--- src/hdl/event_route_cfg.svh ---
/*
 * Constants of the timer event channel selection bank: register byte
 * offsets, field positions, widths and reset values.
 * Assumes it is included by bare name, once or more, by package and modules.
 */
`ifndef EVENT_ROUTE_CFG_SVH
`define EVENT_ROUTE_CFG_SVH

// Byte offsets of the capture/compare selection registers
`define T0_CAP1_OFFSET 12'h158
`define T0_CAP2_OFFSET 12'h15C
`define T1_CAP0_OFFSET 12'h16C
`define T1_CAP1_OFFSET 12'h170
`define T1_CAP2_OFFSET 12'h174
`define T2_CAP0_OFFSET 12'h184
`define T2_CAP1_OFFSET 12'h188
`define T2_CAP2_OFFSET 12'h18C

// Byte offsets of the dead-time selection registers
`define T0_DEAD_OFFSET 12'h160
`define T0_FAULT1_OFFSET 12'h164
`define T0_FAULT2_OFFSET 12'h168
`define T1_DEAD_OFFSET 12'h178
`define T1_FAULT1_OFFSET 12'h17C
`define T1_FAULT2_OFFSET 12'h180
`define T2_DEAD_OFFSET 12'h190
`define T2_FAULT1_OFFSET 12'h194
`define T2_FAULT2_OFFSET 12'h198

// Field positions inside a selection register
`define ASYNC_LSB 0
`define ASYNC_MSB 3
`define SYNC_LSB 8
`define SYNC_MSB 9

// Sizes of the bank and of the channel sets
`define ADDR_BITS 12
`define ASYNC_CHANNELS 16
`define SYNC_CHANNELS 4
`define CAPTURE_INPUTS 8
`define DEADTIME_INPUTS 9
`define ROUTE_REGS 17
`define INDEX_BITS 5

// Reset values
`define ROUTE_RESET 6'h00
`define RDATA_RESET 32'h0000_0000

`endif

--- src/hdl/event_route_pkg.sv ---
/*
 * Types shared by the selection bank and its channel synchroniser.
 * Assumes the constants header is on the include path.
 */
`include "event_route_cfg.svh"

package event_route_pkg;

    typedef logic [`ASYNC_MSB-`ASYNC_LSB:0] async_sel_t;
    typedef logic [`SYNC_MSB-`SYNC_LSB:0] sync_sel_t;
    typedef logic [`INDEX_BITS-1:0] reg_index_t;

    // One selection: synchronous pick above asynchronous pick
    typedef struct packed {
        sync_sel_t sync_pick;
        async_sel_t async_pick;
    } route_sel_t;

    // Result of an address decode
    typedef struct packed {
        logic hit;
        reg_index_t idx;
    } reg_hit_t;

    // State of the two-stage channel synchroniser
    typedef struct packed {
        logic [`ASYNC_CHANNELS-1:0] stage1;
        logic [`ASYNC_CHANNELS-1:0] stage2;
    } sync_state_t;

    // Whole state of the selection bank
    typedef struct packed {
        logic wr_pend;
        logic wr_hit;
        reg_index_t wr_idx;
        logic [31:0] rdata;
        logic ready;
        logic resp;
        route_sel_t [`ROUTE_REGS-1:0] sel;
        logic [`CAPTURE_INPUTS-1:0] cap_async;
        logic [`CAPTURE_INPUTS-1:0] cap_sync;
        logic [`DEADTIME_INPUTS-1:0] dt_async;
    } select_state_t;

endpackage

--- src/hdl/timer_event_channel_select.sv ---
/*
 * Selection bank that routes event channels to the capture/compare and
 * dead-time inputs of timers 0 to 2, with an AHB-Lite register slave.
 * Assumes a single hclk domain, word-only accesses from one master, async
 * channels from any domain and sync channels already on hclk.
 */
// Functional notes
// Capture input 0 async pick, bits 3:0
// Capture input 1 async pick, bits 3:0
// Capture input 2 async pick, bits 3:0
// Capture input 0 sync pick, bits 9:8
// Capture input 1 sync pick, bits 9:8
// Capture input 2 sync pick, bits 9:8
// Dead-time and fault inputs: async pick 3:0
// Software writes unused bits as zero
// Each pick steers a mux to timer input
// Unused bits read zero, writes ignored
`timescale 1ns/100ps
`include "event_route_cfg.svh"

module timer_event_channel_select
(
    input wire logic hclk,
    input wire logic hresetn,
    input wire logic hsel,
    input wire logic [31:0] haddr,
    input wire logic [1:0] htrans,
    input wire logic hwrite,
    input wire logic [2:0] hsize,
    input wire logic [31:0] hwdata,
    input wire logic hready,
    output logic [31:0] hrdata,
    output logic hreadyout,
    output logic hresp,
    input wire logic [`ASYNC_CHANNELS-1:0] async_channel_in,
    input wire logic [`SYNC_CHANNELS-1:0] sync_channel_in,
    output logic [`CAPTURE_INPUTS-1:0] capture_async_event,
    output logic [`CAPTURE_INPUTS-1:0] capture_sync_event,
    output logic [`DEADTIME_INPUTS-1:0] deadtime_event
);

    event_route_pkg::select_state_t s_q;
    event_route_pkg::select_state_t s_d;
    logic [`ASYNC_CHANNELS-1:0] async_safe;
    logic [`CAPTURE_INPUTS-1:0] cap_async_w;
    logic [`CAPTURE_INPUTS-1:0] cap_sync_w;
    logic [`DEADTIME_INPUTS-1:0] dt_async_w;
    logic take;
    event_route_pkg::reg_hit_t addr_hit;

    // Map a byte offset to a slot; capture slots first, dead-time after
    function automatic event_route_pkg::reg_hit_t decode_offset(
        input logic [`ADDR_BITS-1:0] off);
        event_route_pkg::reg_hit_t r;
        r.hit = 1'b1;
        r.idx = 5'h00;
        case (off)
            `T0_CAP1_OFFSET: r.idx = 5'h00;
            `T0_CAP2_OFFSET: r.idx = 5'h01;
            `T1_CAP0_OFFSET: r.idx = 5'h02;
            `T1_CAP1_OFFSET: r.idx = 5'h03;
            `T1_CAP2_OFFSET: r.idx = 5'h04;
            `T2_CAP0_OFFSET: r.idx = 5'h05;
            `T2_CAP1_OFFSET: r.idx = 5'h06;
            `T2_CAP2_OFFSET: r.idx = 5'h07;
            `T0_DEAD_OFFSET: r.idx = 5'h08;
            `T0_FAULT1_OFFSET: r.idx = 5'h09;
            `T0_FAULT2_OFFSET: r.idx = 5'h0A;
            `T1_DEAD_OFFSET: r.idx = 5'h0B;
            `T1_FAULT1_OFFSET: r.idx = 5'h0C;
            `T1_FAULT2_OFFSET: r.idx = 5'h0D;
            `T2_DEAD_OFFSET: r.idx = 5'h0E;
            `T2_FAULT1_OFFSET: r.idx = 5'h0F;
            `T2_FAULT2_OFFSET: r.idx = 5'h10;
            default:
            begin
                r.hit = 1'b0;
                r.idx = 5'h00;
            end
        endcase
        return r;
    endfunction

    // Slots below the dead-time group carry a sync pick as well
    function automatic logic is_capture(input event_route_pkg::reg_index_t idx);
        return idx < 5'(`CAPTURE_INPUTS);
    endfunction

    // Keep only implemented fields of a written word
    function automatic event_route_pkg::route_sel_t write_fields(
        input logic [31:0] data,
        input event_route_pkg::reg_index_t idx);
        event_route_pkg::route_sel_t v;
        v.async_pick = data[`ASYNC_MSB:`ASYNC_LSB];
        v.sync_pick = is_capture(idx) ? data[`SYNC_MSB:`SYNC_LSB] : 2'h0;
        return v;
    endfunction

    // Place fields back in their bit positions; all other bits read zero
    function automatic logic [31:0] read_fields(input event_route_pkg::route_sel_t v);
        logic [31:0] w;
        w = 32'h0000_0000;
        w[`ASYNC_MSB:`ASYNC_LSB] = v.async_pick;
        w[`SYNC_MSB:`SYNC_LSB] = v.sync_pick;
        return w;
    endfunction

    // Async channels are retimed before any mux looks at them
    channel_sync u_channel_sync
    (
        .hclk(hclk),
        .hresetn(hresetn),
        .chan_raw(async_channel_in),
        .chan_safe(async_safe)
    );

    // Two muxes per capture input, async and sync paths kept apart
    genvar gi;
    generate
        for (gi = 0; gi < `CAPTURE_INPUTS; gi++)
        begin : g_capture
            assign cap_async_w[gi] = async_safe[s_q.sel[gi].async_pick];
            assign cap_sync_w[gi] = sync_channel_in[s_q.sel[gi].sync_pick];
        end
        for (gi = 0; gi < `DEADTIME_INPUTS; gi++)
        begin : g_deadtime
            assign dt_async_w[gi] =
                async_safe[s_q.sel[gi + `CAPTURE_INPUTS].async_pick];
        end
    endgenerate

    // Address phase qualifier; hsize is not checked, only words are used
    assign take = hsel && hready && htrans[1];
    assign addr_hit = decode_offset(haddr[`ADDR_BITS-1:0]);

    // Next state: data-phase write, address-phase read, routed outputs
    always_comb
    begin
        s_d = s_q;
        s_d.ready = 1'b1; // Never inserts wait states
        s_d.resp = 1'b0; // Always OKAY, unmapped accesses included
        // Commit the write whose address was taken in the previous cycle
        if (s_q.wr_pend && s_q.wr_hit)
        begin
            s_d.sel[s_q.wr_idx] = write_fields(hwdata, s_q.wr_idx);
        end
        s_d.wr_pend = take && hwrite;
        s_d.wr_hit = addr_hit.hit;
        s_d.wr_idx = addr_hit.idx;
        // Read data is registered here so hrdata leaves a flip-flop;
        // a write still in its data phase is forwarded so no stale value
        // is seen on a read that follows it back to back
        if (take && !hwrite)
        begin
            if (!addr_hit.hit)
            begin
                s_d.rdata = `RDATA_RESET; // Unmapped reads zero
            end
            else if (s_q.wr_pend && s_q.wr_hit && s_q.wr_idx == addr_hit.idx)
            begin
                s_d.rdata = read_fields(write_fields(hwdata, addr_hit.idx));
            end
            else
            begin
                s_d.rdata = read_fields(s_q.sel[addr_hit.idx]);
            end
        end
        // Timer inputs follow the current picks one cycle later
        s_d.cap_async = cap_async_w;
        s_d.cap_sync = cap_sync_w;
        s_d.dt_async = dt_async_w;
    end

    // State register; every pick clears to zero on reset
    always_ff @(posedge hclk or negedge hresetn)
    begin
        if (!hresetn)
        begin
            s_q <= '0;
            s_q.ready <= 1'b1;
        end
        else
        begin
            s_q <= s_d;
        end
    end

    // Outputs straight from the state register
    assign hrdata = s_q.rdata;
    assign hreadyout = s_q.ready;
    assign hresp = s_q.resp;
    assign capture_async_event = s_q.cap_async;
    assign capture_sync_event = s_q.cap_sync;
    assign deadtime_event = s_q.dt_async;

endmodule // timer_event_channel_select

--- src/hdl/channel_sync.sv ---
/*
 * Two flip-flop synchroniser for the asynchronous event channels.
 * Assumes the channels change with no relation to hclk; only the second
 * stage may be read by other logic.
 */
`timescale 1ns/100ps
`include "event_route_cfg.svh"

module channel_sync
(
    input wire logic hclk,
    input wire logic hresetn,
    input wire logic [`ASYNC_CHANNELS-1:0] chan_raw,
    output logic [`ASYNC_CHANNELS-1:0] chan_safe
);

    event_route_pkg::sync_state_t s_q;
    event_route_pkg::sync_state_t s_d;

    // First stage feeds only the second
    always_comb
    begin
        s_d = s_q;
        s_d.stage1 = chan_raw;
        s_d.stage2 = s_q.stage1;
    end

    always_ff @(posedge hclk or negedge hresetn)
    begin
        if (!hresetn)
        begin
            s_q <= '0;
        end
        else
        begin
            s_q <= s_d;
        end
    end

    assign chan_safe = s_q.stage2;

endmodule // channel_sync

--- config.mk ---
export PLATFORM = sky130hd
export DESIGN_NAME = timer_event_channel_select
export DESIGN_NICKNAME = d
export VERILOG_FILES = /design/src/hdl/event_route_pkg.sv /design/src/hdl/timer_event_channel_select.sv /design/src/hdl/channel_sync.sv
export VERILOG_INCLUDE_DIRS = /design/src /design/src/hdl
export SDC_FILE = /design/constraint.sdc
export NUM_CORES = 1
export LEC_CHECK = 0
export ABC_AREA = 1
export ABC_CLOCK_PERIOD_IN_PS = 3500
export BUFFER_PORTS_ARGS = -buffer_cell sky130_fd_sc_hd__buf_2
export CAP_MARGIN = 20
export CORE_UTILIZATION = 25
export DETAILED_ROUTE_END_ITERATION = 16
export SYNTH_ARGS = -nofsm -noshare
export SYNTH_HDL_FRONTEND = slang
export SYNTH_HIERARCHICAL = 1
export SYNTH_SLANG_ARGS = --single-unit
--- constraint.sdc ---
create_clock -name hclk -period 3.5 [get_ports hclk]
set_input_delay 0.7 -clock hclk [delete_from_list [all_inputs] [get_ports hclk]]
set_output_delay 0.7 -clock hclk [all_outputs]
set_load 0.02 [all_outputs]
==> summary.md, run 1 <==
| Metric | Value |
|---|---|
| Status | finished, final reports clean |
| Die H | 208.0 µm |
| Async SR Flop Fraction | 1.000 |
| Residual DRC | 0 |
| Nets | 1503 |
| Syn-to-layout area delta | 8.346% |
| Leak Pwr | 5.505 nW |
| Post CTS Setup Buffer Count | 0 |
| First-pass GRT wire length | 50.41 mm |
| Vias in the first global route | 9003 |
| Vias | 9720 |
| Initial Utilization | 0.2530 |
| Mux cell area share after synthesis | 0 |
| Routed WL | 32.26 mm |
| Worst path cell trace | buf_2 -> inv_1 -> nand2_1 -> nor2_2 -> buf_4 -> nand3_1 -> nand2_1 -> nor2_4 -> nand2_4 -> inv_4 -> o21ai_2 -> nand3_2 -> nor2_4 -> nand2_1 -> nand2_1 -> inv_1 -> nand2_1 -> nand2_1 |
| Gate power share | 0.075 |
| TritonCTS clock tree | done |
| Final Max Tran Viols | 0 |
| Crit-path slowest cell | buf_4 |
| Synth cell types | 39 |
| Setup ws final | 791.1 ps |
| CTS H-tree lvls | 4 |
| RSZ-0062 raised after global routing | false |
| Maxcap violations | 0 |
| CTS Buf Count | 17 |
| Final hold vios | 0 |
| Sw frac | 0.2616 |
| Max_slew headroom | 0.3934 |
| Top-count cell post-synth | nand2_1 |
| Clock Pin Slew Worst Setup and Hold Paths | 70 ps |
| Synthesized flop and latch total | 172 |
| Share of the synthesized area in the top cell type | 0.4055 |
| Antenna violations before repair | 0 |
| DRT antenna net count | 0 |
| GR Overflow Total | 0 |
| Warnings, synthesis | 6 |
| Worst setup EP type | flop |
| Synth Area in Compound Gates | 0.1945 |
| Clk_lat worst skew | 440 ps |
| CP Max Fanout | 29 |
| P per Cell Area | 367.6 nW/µm² |
| Peak supply drop | 0.3339 mV |
| Crit path required time | 3820 ps |
| Largest cells by area after synthesis | dfrtp_1 41%, nand2_1 11%, o21ai_0 8.8% |
| EDFF count, synth | 0 |
| Int Power | 0.003122 W |
| Post-DR vias/cell | 4.959 |
| Crit path top cell by count | nand2_1 |
| Port Buffers | 74 |
| Detailed Place HPWL | 21.35 mm |
| Cells resized by post-CTS repair | 0 |
| Post-Synth XOR/XNOR Area | 0.003183 |
| Rows | 75 |
| Dpl ws | 358.0 ps |
| Tot GR Track Use | 0.1498 |
| Clock share of power | 0.435 |
| Maximum clock frequency | 369.1 MHz |
| Final hold slack | 301.6 ps |
| GP Congestion | 0.8563 |
| Synthesized cell area | 10610 µm² |
| Setup-failing EPs final | 0 |
| NetSw | 0.001106 W |
| Fill count | 4487 |
| Syn_area_per_cell | 7.345 µm² |
| Combinational family with the most area after synthesis | simple AND/OR/NAND/NOR gates |
| Tmin final | 2709 ps |
| Final Cycle Share | 0.7740 |
| # hold bufs at CTS | 0 |
| ANT cells | 0 |
| Synth Flop Type | dfrtp_1 |
| Clock Path Buffers | 2 |
| First-pass DRT Iterations | 6 |
| Largest net degree at the start of global routing | 79 |
| Share of cells above drive strength 1 | 0.1196 |
| Initial drt markers | 1104 |
| Setup CP Type | input pin to flop |
| CTS Sinks | 172 |
| DIE AREA | 43280 µm² |
| Top cells by count, synth | 323 x nand2_1, 187 x o21ai_0, 176 x nand3_1 |
| Worst-Margin Slew | 909.9 ps |
| TNS Setup | 0 ps |
| Max Clock Skew | 14.85 ps |
| Post-synth top area cell | dfrtp_1 |
| Root Buffer | clkbuf_16 |
| Synth Area in Adders | 0 |
| I/O Pins | 153 |
| Post-DP Area | 10940 µm² |
| Post-synthesis sequential area ratio | 0.4055 |
| Simple-gate share of the synthesized area | 0.2691 |
| Reg power frac | 0.490 |
| CP max stage delay | 290 ps |
| Mapped Cells | 1445 |
| Hold WC Path Type | input pin to asynchronous set/reset pin |
| Critical Path Source Type | input pin |
| DIE WIDTH | 208.0 µm |
| Final instance area | 11500 µm² |
| Area of the core | 41950 µm² |
| Wire per inst | 16.46 µm |
| Arrival time worst endpoint | 3030 ps |
-- metrics by stage --
stage,util,total power [W],std cells
3_5_place_dp,0.2607,0.002429,1929
4_1_cts,0.2742,0.004273,1960
2_1_floorplan,-,0.002303,1471
6_report,0.2742,0.004227,1960
3_3_place_gp,0.2607,0.002423,1929
5_1_grt,0.2742,0.004398,1960
-- sequential cells by signal, summed over array words and instances, names as in the netlist --
register                  flops
capture_async_event           8
s_q                         109
deadtime_event                9
u_channel_sync/chan_safe     16
u_channel_sync/s_d           16
hrdata                        6
capture_sync_event            8
-- worst paths after layout --
kind / slack [ps] / depth (start not counted) / from / end
min in group hclk: 350 / 0 / u_channel_sync/s_d[9] / u_channel_sync/chan_safe[9]
min: 300 / 1 / hresetn / capture_sync_event[2]
max reg2reg: 1500 / 6 / u_channel_sync/chan_safe[3] / deadtime_event[4]
max in group asynchronous: 2410 / 2 / hresetn / u_channel_sync/s_d[10]
min reg2reg: 350 / 0 / u_channel_sync/s_d[9] / u_channel_sync/chan_safe[9]
max: 790 / 18 / haddr[9] / hrdata[0]
-- cell families after synthesis --
logic type	Yosys count
compound gates	361
flops	172
simple gates	632
buf+inv	275
xor+xnor	3
other cells	2
-- layout by cell type, fill, tap and decap left out, types with 3 or more instances in the layout --
master	netlist	routed
a211oi_1	13	13
a21oi_1	91	91
a311o_1	7	7
a32oi_1	8	8
buf_2	13	73
buf_4	63	8
clkbuf_16	0	17
clkinv_1	3	3
clkinv_2	0	3
clkinvlp_4	0	3
conb_1	2	28
dfrtp_1	172	172
inv_1	93	93
inv_2	13	13
inv_6	0	4
nand2_1	323	323
nand2_2	8	8
nand2_4	5	5
nand3_1	176	176
nand3_2	8	8
nand3b_1	3	3
nand4_1	3	3
nor2_1	78	78
nor2_2	4	3
nor2_4	11	12
nor3_1	9	9
o211ai_1	32	32
o21ai_0	187	187
o221ai_1	14	14
o311ai_0	6	6
-- power groups by stage --
stage	Clock, W	Combinational (W)	Sequential, W
5_1_grt	0.00198	0.000347	0.00208
3_5_place_dp	0	0.000319	0.00211
4_1_cts	0.00188	0.000320	0.00207
6_report	0.00184	0.000315	0.00207
3_3_place_gp	0	0.000314	0.00211
2_1_floorplan	0	0.000230	0.00207
-- worst max-delay path: cells and delay by family --
kind,cells,cell delay (ps)
AND/OR/NAND/NOR,12,1460
AO/OA/AOI/OAI,1,180
buffers and inverters,5,670
-- layout make-up --
class                           instances  area (µm²)  share of cell area
Multi-Input combinational cell       1024        5065              0.4404
Sequential cell                       172        4304              0.3743
Tap cell                              539       674.4             0.05864
Timing Repair Buffer                   84       476.7             0.04145
Clock buffer                           19       452.9             0.03939
Inverter                              110       415.4             0.03612
Clock inverter                         12       111.4            0.009683
-- per-layer routing --
layer | routed length (µm) | GRT usage | vias to the layer above
met5 | 0 | 0 | -
met4 | 773 | 0.06284 | 0
met3 | 1935 | 0.02823 | 62
met2 | 15390 | 0.2440 | 386
met1 | 14160 | 0.1940 | 4578
li1 | - | - | 4694
(Power assumes the default switching activity.)
==> inputs of run 2 (changes only) <==
--- a/config.mk
+++ b/config.mk
@@ -7,7 +7,7 @@
 export NUM_CORES = 1
 export LEC_CHECK = 0
 export ABC_AREA = 1
-export ABC_CLOCK_PERIOD_IN_PS = 3500
+export ABC_CLOCK_PERIOD_IN_PS = 2500
 export BUFFER_PORTS_ARGS = -buffer_cell sky130_fd_sc_hd__buf_2
 export CAP_MARGIN = 20
 export CORE_UTILIZATION = 25
==> constraint.sdc (replaced) <==
create_clock -name hclk -period 2.5 [get_ports hclk]
set_input_delay 0.5 -clock hclk [delete_from_list [all_inputs] [get_ports hclk]]
set_output_delay 0.5 -clock hclk [all_outputs]
set_load 0.02 [all_outputs]
==> summary.md, run 2 (synthesis gave the netlist of run 1 again) <==
| Metric | Value |
|---|---|
| Final Max Tran Viols | 0 (unchanged) |
| Largest net degree at the start of global routing | 60 (-24%) |
| Crit path required time | 2830 ps (-990 ps) |
| Residual DRC | 0 (unchanged) |
| Post-DR vias/cell | 4.913 (-0.94%) |
| Pwr Total | 0.005988 W (+42%) |
| Port Buffers | 74 (unchanged) |
| TNS Setup | 0 ps (unchanged) |
| Leak Pwr | 5.699 nW (+3.5%) |
| CTS Sinks | 172 (unchanged) |
| Arrival time worst endpoint | 2350 ps (-680 ps) |
| Most frequent cells in the layout | 323 x nand2_1, 187 x o21ai_0, 176 x nand3_1 |
| CTS Buf Count | 17 (unchanged) |
| Rows | 75 (unchanged) |
| Critical Path Source Type | input pin |
| Max reg flops | 109 (unchanged) |
| Final Cycle Share | 0.8098 |
| Detailed Place HPWL | 22.57 mm (+5.8%) |
| First-pass DRT Iterations | 6 (unchanged) |
| GP Congestion | 0.8718 (+1.8%) |
| TritonCTS clock tree | done |
| Cells resized by post-CTS repair | 0 (unchanged) |
| Tot GR Track Use | 0.1522 (+0.002422) |
| GR Overflow Total | 0 (unchanged) |
| I/O Pins | 153 (unchanged) |
| Initial drt markers | 1117 (+1.2%) |
| Syn-to-layout area delta | 11.38% |
| Share of cells above drive strength 1 | 0.1390 (+0.01939) |
| Nets | 1535 (+2.1%) |
| Clk_lat worst skew | 440 ps (about the same) |
| Peak supply drop | 0.4640 mV (+39%) |
| First-pass GRT wire length | 51.11 mm (+1.4%) |
| Maximum clock frequency | 493.9 MHz |
| Wire per inst | 16.41 µm (-0.30%) |
| Tmin final | 2025 ps |
| Worst-Margin Slew | 885.8 ps (-24.16 ps) |
| Clock Path Buffers | 2 (unchanged) |
| Post CTS Setup Buffer Count | 0 (unchanged) |
| Vias in the first global route | 9177 (+1.9%) |
| Setup CP Type | input pin to flop |
| Clock Pin Slew Worst Setup and Hold Paths | 60 ps (about the same) |
| Status | finished, final reports clean |
| Most common cell after layout, fill and taps aside | nand2_1 |
| Area of the core | 41950 µm² (unchanged) |
| Setup-failing EPs final | 0 (unchanged) |
| Root Buffer | clkbuf_16 |
| Max Clock Skew | 16.03 ps (+1.179 ps) |
| # hold bufs at CTS | 0 (unchanged) |
| Initial Utilization | 0.2530 (unchanged) |
| Antenna violations before repair | 0 (unchanged) |
| Hold WC Path Type | input pin to asynchronous set/reset pin |
| DIE WIDTH | 208.0 µm (unchanged) |
| DRT antenna net count | 0 (unchanged) |
| Routed WL | 32.68 mm (+1.3%) |
| Largest register by flop count | s_q |
| ANT cells | 0 (unchanged) |
| Worst setup EP type | flop |
| P per Cell Area | 506.5 nW/µm² (+38%) |
| Vias | 9786 (+0.68%) |
| Die H | 208.0 µm (unchanged) |
| CP Max Fanout | 47 (+62%) |
| Maxcap violations | 0 (unchanged) |
| RSZ-0062 raised after global routing | false |
| Max_slew headroom | 0.4095 (+0.01611) |
| Fin util | 0.2818 (+0.007666) |
| Final hold vios | 0 (unchanged) |
| CTS H-tree lvls | 4 (unchanged) |
| DIE AREA | 43280 µm² (unchanged) |
## run 2: cell count changes in the layout (fill, tap and decap cells not counted)
cell        change
bufinv_16       +1
buf_4          +26
buf_12          +6
clkinvlp_4      -2
clkinv_2        +2
clkbuf_8        -2
clkinv_4        +1
## run 2: worst max-delay path, cell delays in order
cell and delay, ps:
buf_2 100, inv_1 40, nand2_1 50, nor2_2 140
buf_12 190, nand3_1 120, nand2_1 140, nor2_4 60
buf_12 180, nand3_1 110, nand3_1 100, nand3_1 110
nand3_1 130, nand3_1 140, nand2_1 80, nand2_1 70
nand2_1 50
## run 2: report_power, final
part	switching [W]	internal, W	leakage (nW)
sequential	0.0000685	0.00283	1.83
combinational	0.000332	0.000128	3.58
clock	0.00116	0.00147	0.284
total	0.00156	0.00443	5.70
## run 2: final timing paths
| path | start | endpoint | slack [ps] | depth (start not counted) |
|---|---|---|---|---|
| max | haddr[9] | hrdata[3] | 480 | 17 |
| min | hresetn | capture_sync_event[2] | 30 | 1 |
| max reg2reg | u_channel_sync/chan_safe[1] | deadtime_event[2] | 630 | 4 |
| min reg2reg | u_channel_sync/s_d[9] | u_channel_sync/chan_safe[9] | 350 | 0 |
| max in group asynchronous | hresetn | deadtime_event[5] | 1770 | 2 |
| min in group hclk | async_channel_in[3] | u_channel_sync/s_d[3] | 170 | 1 |
## run 2: final cells by class
| cell class | count | area (µm²) |
|---|---|---|
| sequential | 172 | 4304 |
| clock buffer | 17 | 425.4 |
| inverter | 110 | 415.4 |
| tap | 539 | 674.4 |
| multi-input combinational | 1024 | 5065 |
| clock inverter | 14 | 145.1 |
| fill | 4495 | 30130 |
| timing repair buffer | 116 | 792.0 |
## run 2: through the flow
step	cell area, µm²	hold slack [ps]	setup WS, ps	cells
2_1_floorplan	10710	204.4	418.4	1471
3_3_place_gp	11250	333.1	51.61	1961
3_5_place_dp	11250	335.8	57.59	1961
4_1_cts	11820	67.59	517.0	1992
5_1_grt	11820	69.12	309.8	1992
6_report	11820	31.62	475.5	1992
## run 2: metal layers
layer | global-route usage | vias to the layer above | part of all wire
met5 | 0 | - | 0
met4 | 0.06667 | 0 | 0.030
met3 | 0.02475 | 71 | 0.053
met2 | 0.2475 | 350 | 0.47
met1 | 0.1989 | 4610 | 0.45
li1 | - | 4755 | -
==> inputs of run 3 (changes only) <==
--- a/config.mk
+++ b/config.mk
@@ -6,8 +6,8 @@
 export SDC_FILE = /design/constraint.sdc
 export NUM_CORES = 1
 export LEC_CHECK = 0
-export ABC_AREA = 1
-export ABC_CLOCK_PERIOD_IN_PS = 2500
+export ABC_AREA = 0
+export ABC_CLOCK_PERIOD_IN_PS = 1800
 export BUFFER_PORTS_ARGS = -buffer_cell sky130_fd_sc_hd__buf_2
 export CAP_MARGIN = 20
 export CORE_UTILIZATION = 25
==> constraint.sdc (replaced) <==
create_clock -name hclk -period 1.8 [get_ports hclk]
set_input_delay 0.36 -clock hclk [delete_from_list [all_inputs] [get_ports hclk]]
set_output_delay 0.36 -clock hclk [all_outputs]
set_load 0.02 [all_outputs]
==> summary.md, run 3 <==
| Metric | Value |
|---|---|
| Warnings, synthesis | 6 (unchanged) |
| CTS Buf Count | 17 (unchanged) |
| Async SR Flop Fraction | 1.000 (unchanged) |
| Worst-Margin Slew | 536.2 ps (-349.6 ps) |
| Largest net degree at the start of global routing | 43 (-28%) |
| Rows | 72 (-4.0%) |
| Vias | 6505 (-34%) |
| Worst reg2reg endpoint | hrdata[8] |
| Max Clock Skew | 13.08 ps (-2.950 ps) |
| Pwr Total | 0.009127 W (+52%) |
| Mapped Cells | 687 (-52%) |
| Post-synthesis sequential area ratio | 0.4374 (+0.03192) |
| Syn_area_per_cell | 14.32 µm² (+95%) |
| Nets | 889 (-42%) |
| Most frequent cells in the layout | 169 x dfrtp_1, 102 x mux4_2, 94 x mux2_2 |
| Hold WC Path Type | input pin to flop |
| Setup-failing EPs final | 6 (+6) |
| Clock Path Buffers | 2 (unchanged) |
| GR Overflow Total | 0 (unchanged) |
| Crit path required time | 2170 ps (-660 ps) |
| Worst setup path endpoint | hrdata[8] |
| Share of the synthesized area in the top cell type | 0.4374 (+0.03192) |
| Arrival time worst endpoint | 2560 ps (+210 ps) |
| Reg2Reg Depth | 11 (+7) |
| Critical Path Source Type | input pin |
| Final hold vios | 0 (unchanged) |
| Detailed Place HPWL | 18.52 mm (-18%) |
| Largest cells by area after synthesis | dfrtp_1 44%, mux4_2 23%, mux2_2 11% |
| P per Cell Area | 752.1 nW/µm² (+48%) |
| Post-DR vias/cell | 4.906 (-0.14%) |
| Maximum clock frequency | 456.5 MHz |
| Top cells by count, synth | 172 x dfrtp_1, 102 x mux4_2, 94 x mux2_2 |
| Vias in the first global route | 6633 (-28%) |
| Post-DP Area | 11150 µm² (-0.88%) |
| Share of cells above drive strength 1 | 0.5619 (+0.4229) |
| RSZ-0062 raised after global routing | true |
| Initial drt markers | 598 (-46%) |
| First-pass DRT Iterations | 4 (-2) |
| Status | finished, violations left |
| EDFF count, synth | 0 (unchanged) |
| Reg area | 4308 µm² (about the same) |
| ANT cells | 0 (unchanged) |
| Max_slew headroom | 0.6426 (+0.2331) |
| Final instance area | 12140 µm² (+2.7%) |
| Clock Pin Slew Worst Setup and Hold Paths | 70 ps (about the same) |
| Final Cycle Share | 1.217 |
| Post-synth top area cell | dfrtp_1 |
| Die H | 200.4 µm (-3.7%) |
| Largest register by flop count | s_q |
| Port Buffers | 74 (unchanged) |
| Setup CP Type | input pin to flop |
| Worst setup EP type | flop |
| CP Max Fanout | 7 (-85%) |
| Wire per inst | 20.62 µm (+26%) |
| Multi-input logic area | 5095 µm² (+0.59%) |
| Fill count | 3861 (-14%) |
| Clk_lat worst skew | 430 ps (about the same) |
| CTS Sinks | 172 (unchanged) |
| Maxcap violations | 0 (unchanged) |
| Setup ws final | -390.7 ps (-866.2 ps) |
| TritonCTS clock tree | done |
| Failing checks | setup timing |
| Leak Pwr | 4.926 nW (-14%) |
| Routed WL | 27.34 mm (-16%) |
| Root Buffer | clkbuf_16 |
| R2R Setup Slk | -140 ps (-770 ps) |
| Initial Utilization | 0.2540 (+0.0009701) |
| Tmin final | 2191 ps |
| Max reg flops | 109 (unchanged) |
| Syn-to-layout area delta | 23.33% |
| Synth Flop Type | dfrtp_1 |
| Peak supply drop | 0.7095 mV (+53%) |
| Synth cell types | 61 (+56%) |
| Antenna violations before repair | 1 (+1) |
| I/O Pins | 153 (unchanged) |
| Crit path from | haddr[6] |
| Residual DRC | 0 (unchanged) |
| DIE AREA | 40150 µm² (-7.2%) |
| Synthesized cell area | 9839 µm² (-7.3%) |
| GP Congestion | 0.8347 (-4.3%) |
| R2r startpoint | s_q[167] |
| Final Max Tran Viols | 0 (unchanged) |
| Most common cell after layout, fill and taps aside | dfrtp_1 |
| CTS H-tree lvls | 4 (unchanged) |
| DRT antenna net count | 0 (unchanged) |
| Synthesized flop and latch total | 172 (unchanged) |
| DIE WIDTH | 200.4 µm (-3.7%) |
| Top-count cell post-synth | dfrtp_1 |
| First-pass GRT wire length | 42.51 mm (-17%) |
| Area of the core | 38740 µm² (-7.7%) |
| Tot GR Track Use | 0.1395 (-0.01270) |
==> run 3: report_power, final <==
| group | leakage, nW | switching, W | internal, W |
|---|---|---|---|
| registers | 2.15 | 0.000140 | 0.00402 |
| clock network | 0.292 | 0.00179 | 0.00203 |
| logic | 2.49 | 0.000589 | 0.000563 |
| total | 4.93 | 0.00252 | 0.00661 |
==> run 3: layout make-up <==
cell class / instances / share of cell area
repair buffers: 175 / 0.1192
clock buffers: 18 / 0.03619
clock inverters: 14 / 0.01392
multi-input cells: 423 / 0.4198
flip-flops and latches: 172 / 0.3550
well taps: 518 / 0.05341
inverters: 6 / 0.002474
==> run 3: critical path, cell delays in order <==
cell and delay [ps]:
buf_6 120, or3b_4 430, buf_4 150, a22o_1 190, a221oi_1 360, nor3_1 90, a22o_1 250, a211o_1 310
o21ai_1 140, a32o_1 170
==> run 3: how the worst min path moves through the flow <==
stage | startpoint | end | slack (ps) | cells after the start
after global routing | async_channel_in[9] | u_channel_sync/s_d[9] | 5 | 1
final | async_channel_in[0] | u_channel_sync/s_d[0] | 20 | 1
after CTS | async_channel_in[9] | u_channel_sync/s_d[9] | 8 | 1
after floorplan | hresetn | capture_async_event[0] | 60 | 0
after detailed placement | hresetn | s_q[59] | 330 | 1
after global placement | hresetn | s_q[59] | 330 | 1
==> run 3: per-stage QoR <==
stage	TNS [ps]	cells	setup WS, ps	utilization	hold slack [ps]
global placement	-5871	1277	-1147	0.2879	331.6
finish	-2115	1326	-390.7	0.3133	23.45
detailed placement	-5890	1277	-1165	0.2879	331.7
floorplan	-4560	713	-775.0	-	64.41
CTS	-2245	1318	-392.1	0.3099	7.765
global route	-2882	1326	-516.5	0.3133	4.863
==> run 3: cells by family after synthesis <==
family,count (synthesis),synth area share
multiplexers,230,0.3756
AND/OR/NAND/NOR,116,0.07452
buffers and inverters,118,0.07464
flip-flops,172,0.4374
other,2,0.0007633
AO/OA/AOI/OAI,49,0.03701
==> run 3: repair_timing <==
| item | 4_1_cts | 5_1_grt |
|---|---|---|
| cloned | 0 | 0 |
| endpoints found under the setup margin | 6 | 48 |
| gates resized for setup | 32 | 19 |
| pin swaps | 16 | 10 |
| setup buffers | 8 | 8 |
| hold buffers | 1 | 0 |
| endpoints found under the hold margin | 37 | 0 |
==> run 3: layer usage <==
metal  global-route usage  routed length (µm)  vias to the layer above
li1                     -                   -                     2756
met1               0.1917               11540                     3402
met2               0.2240               13400                      319
met3              0.03091                2038                       28
met4              0.03190                 367                        0
met5                    0                   0                        -
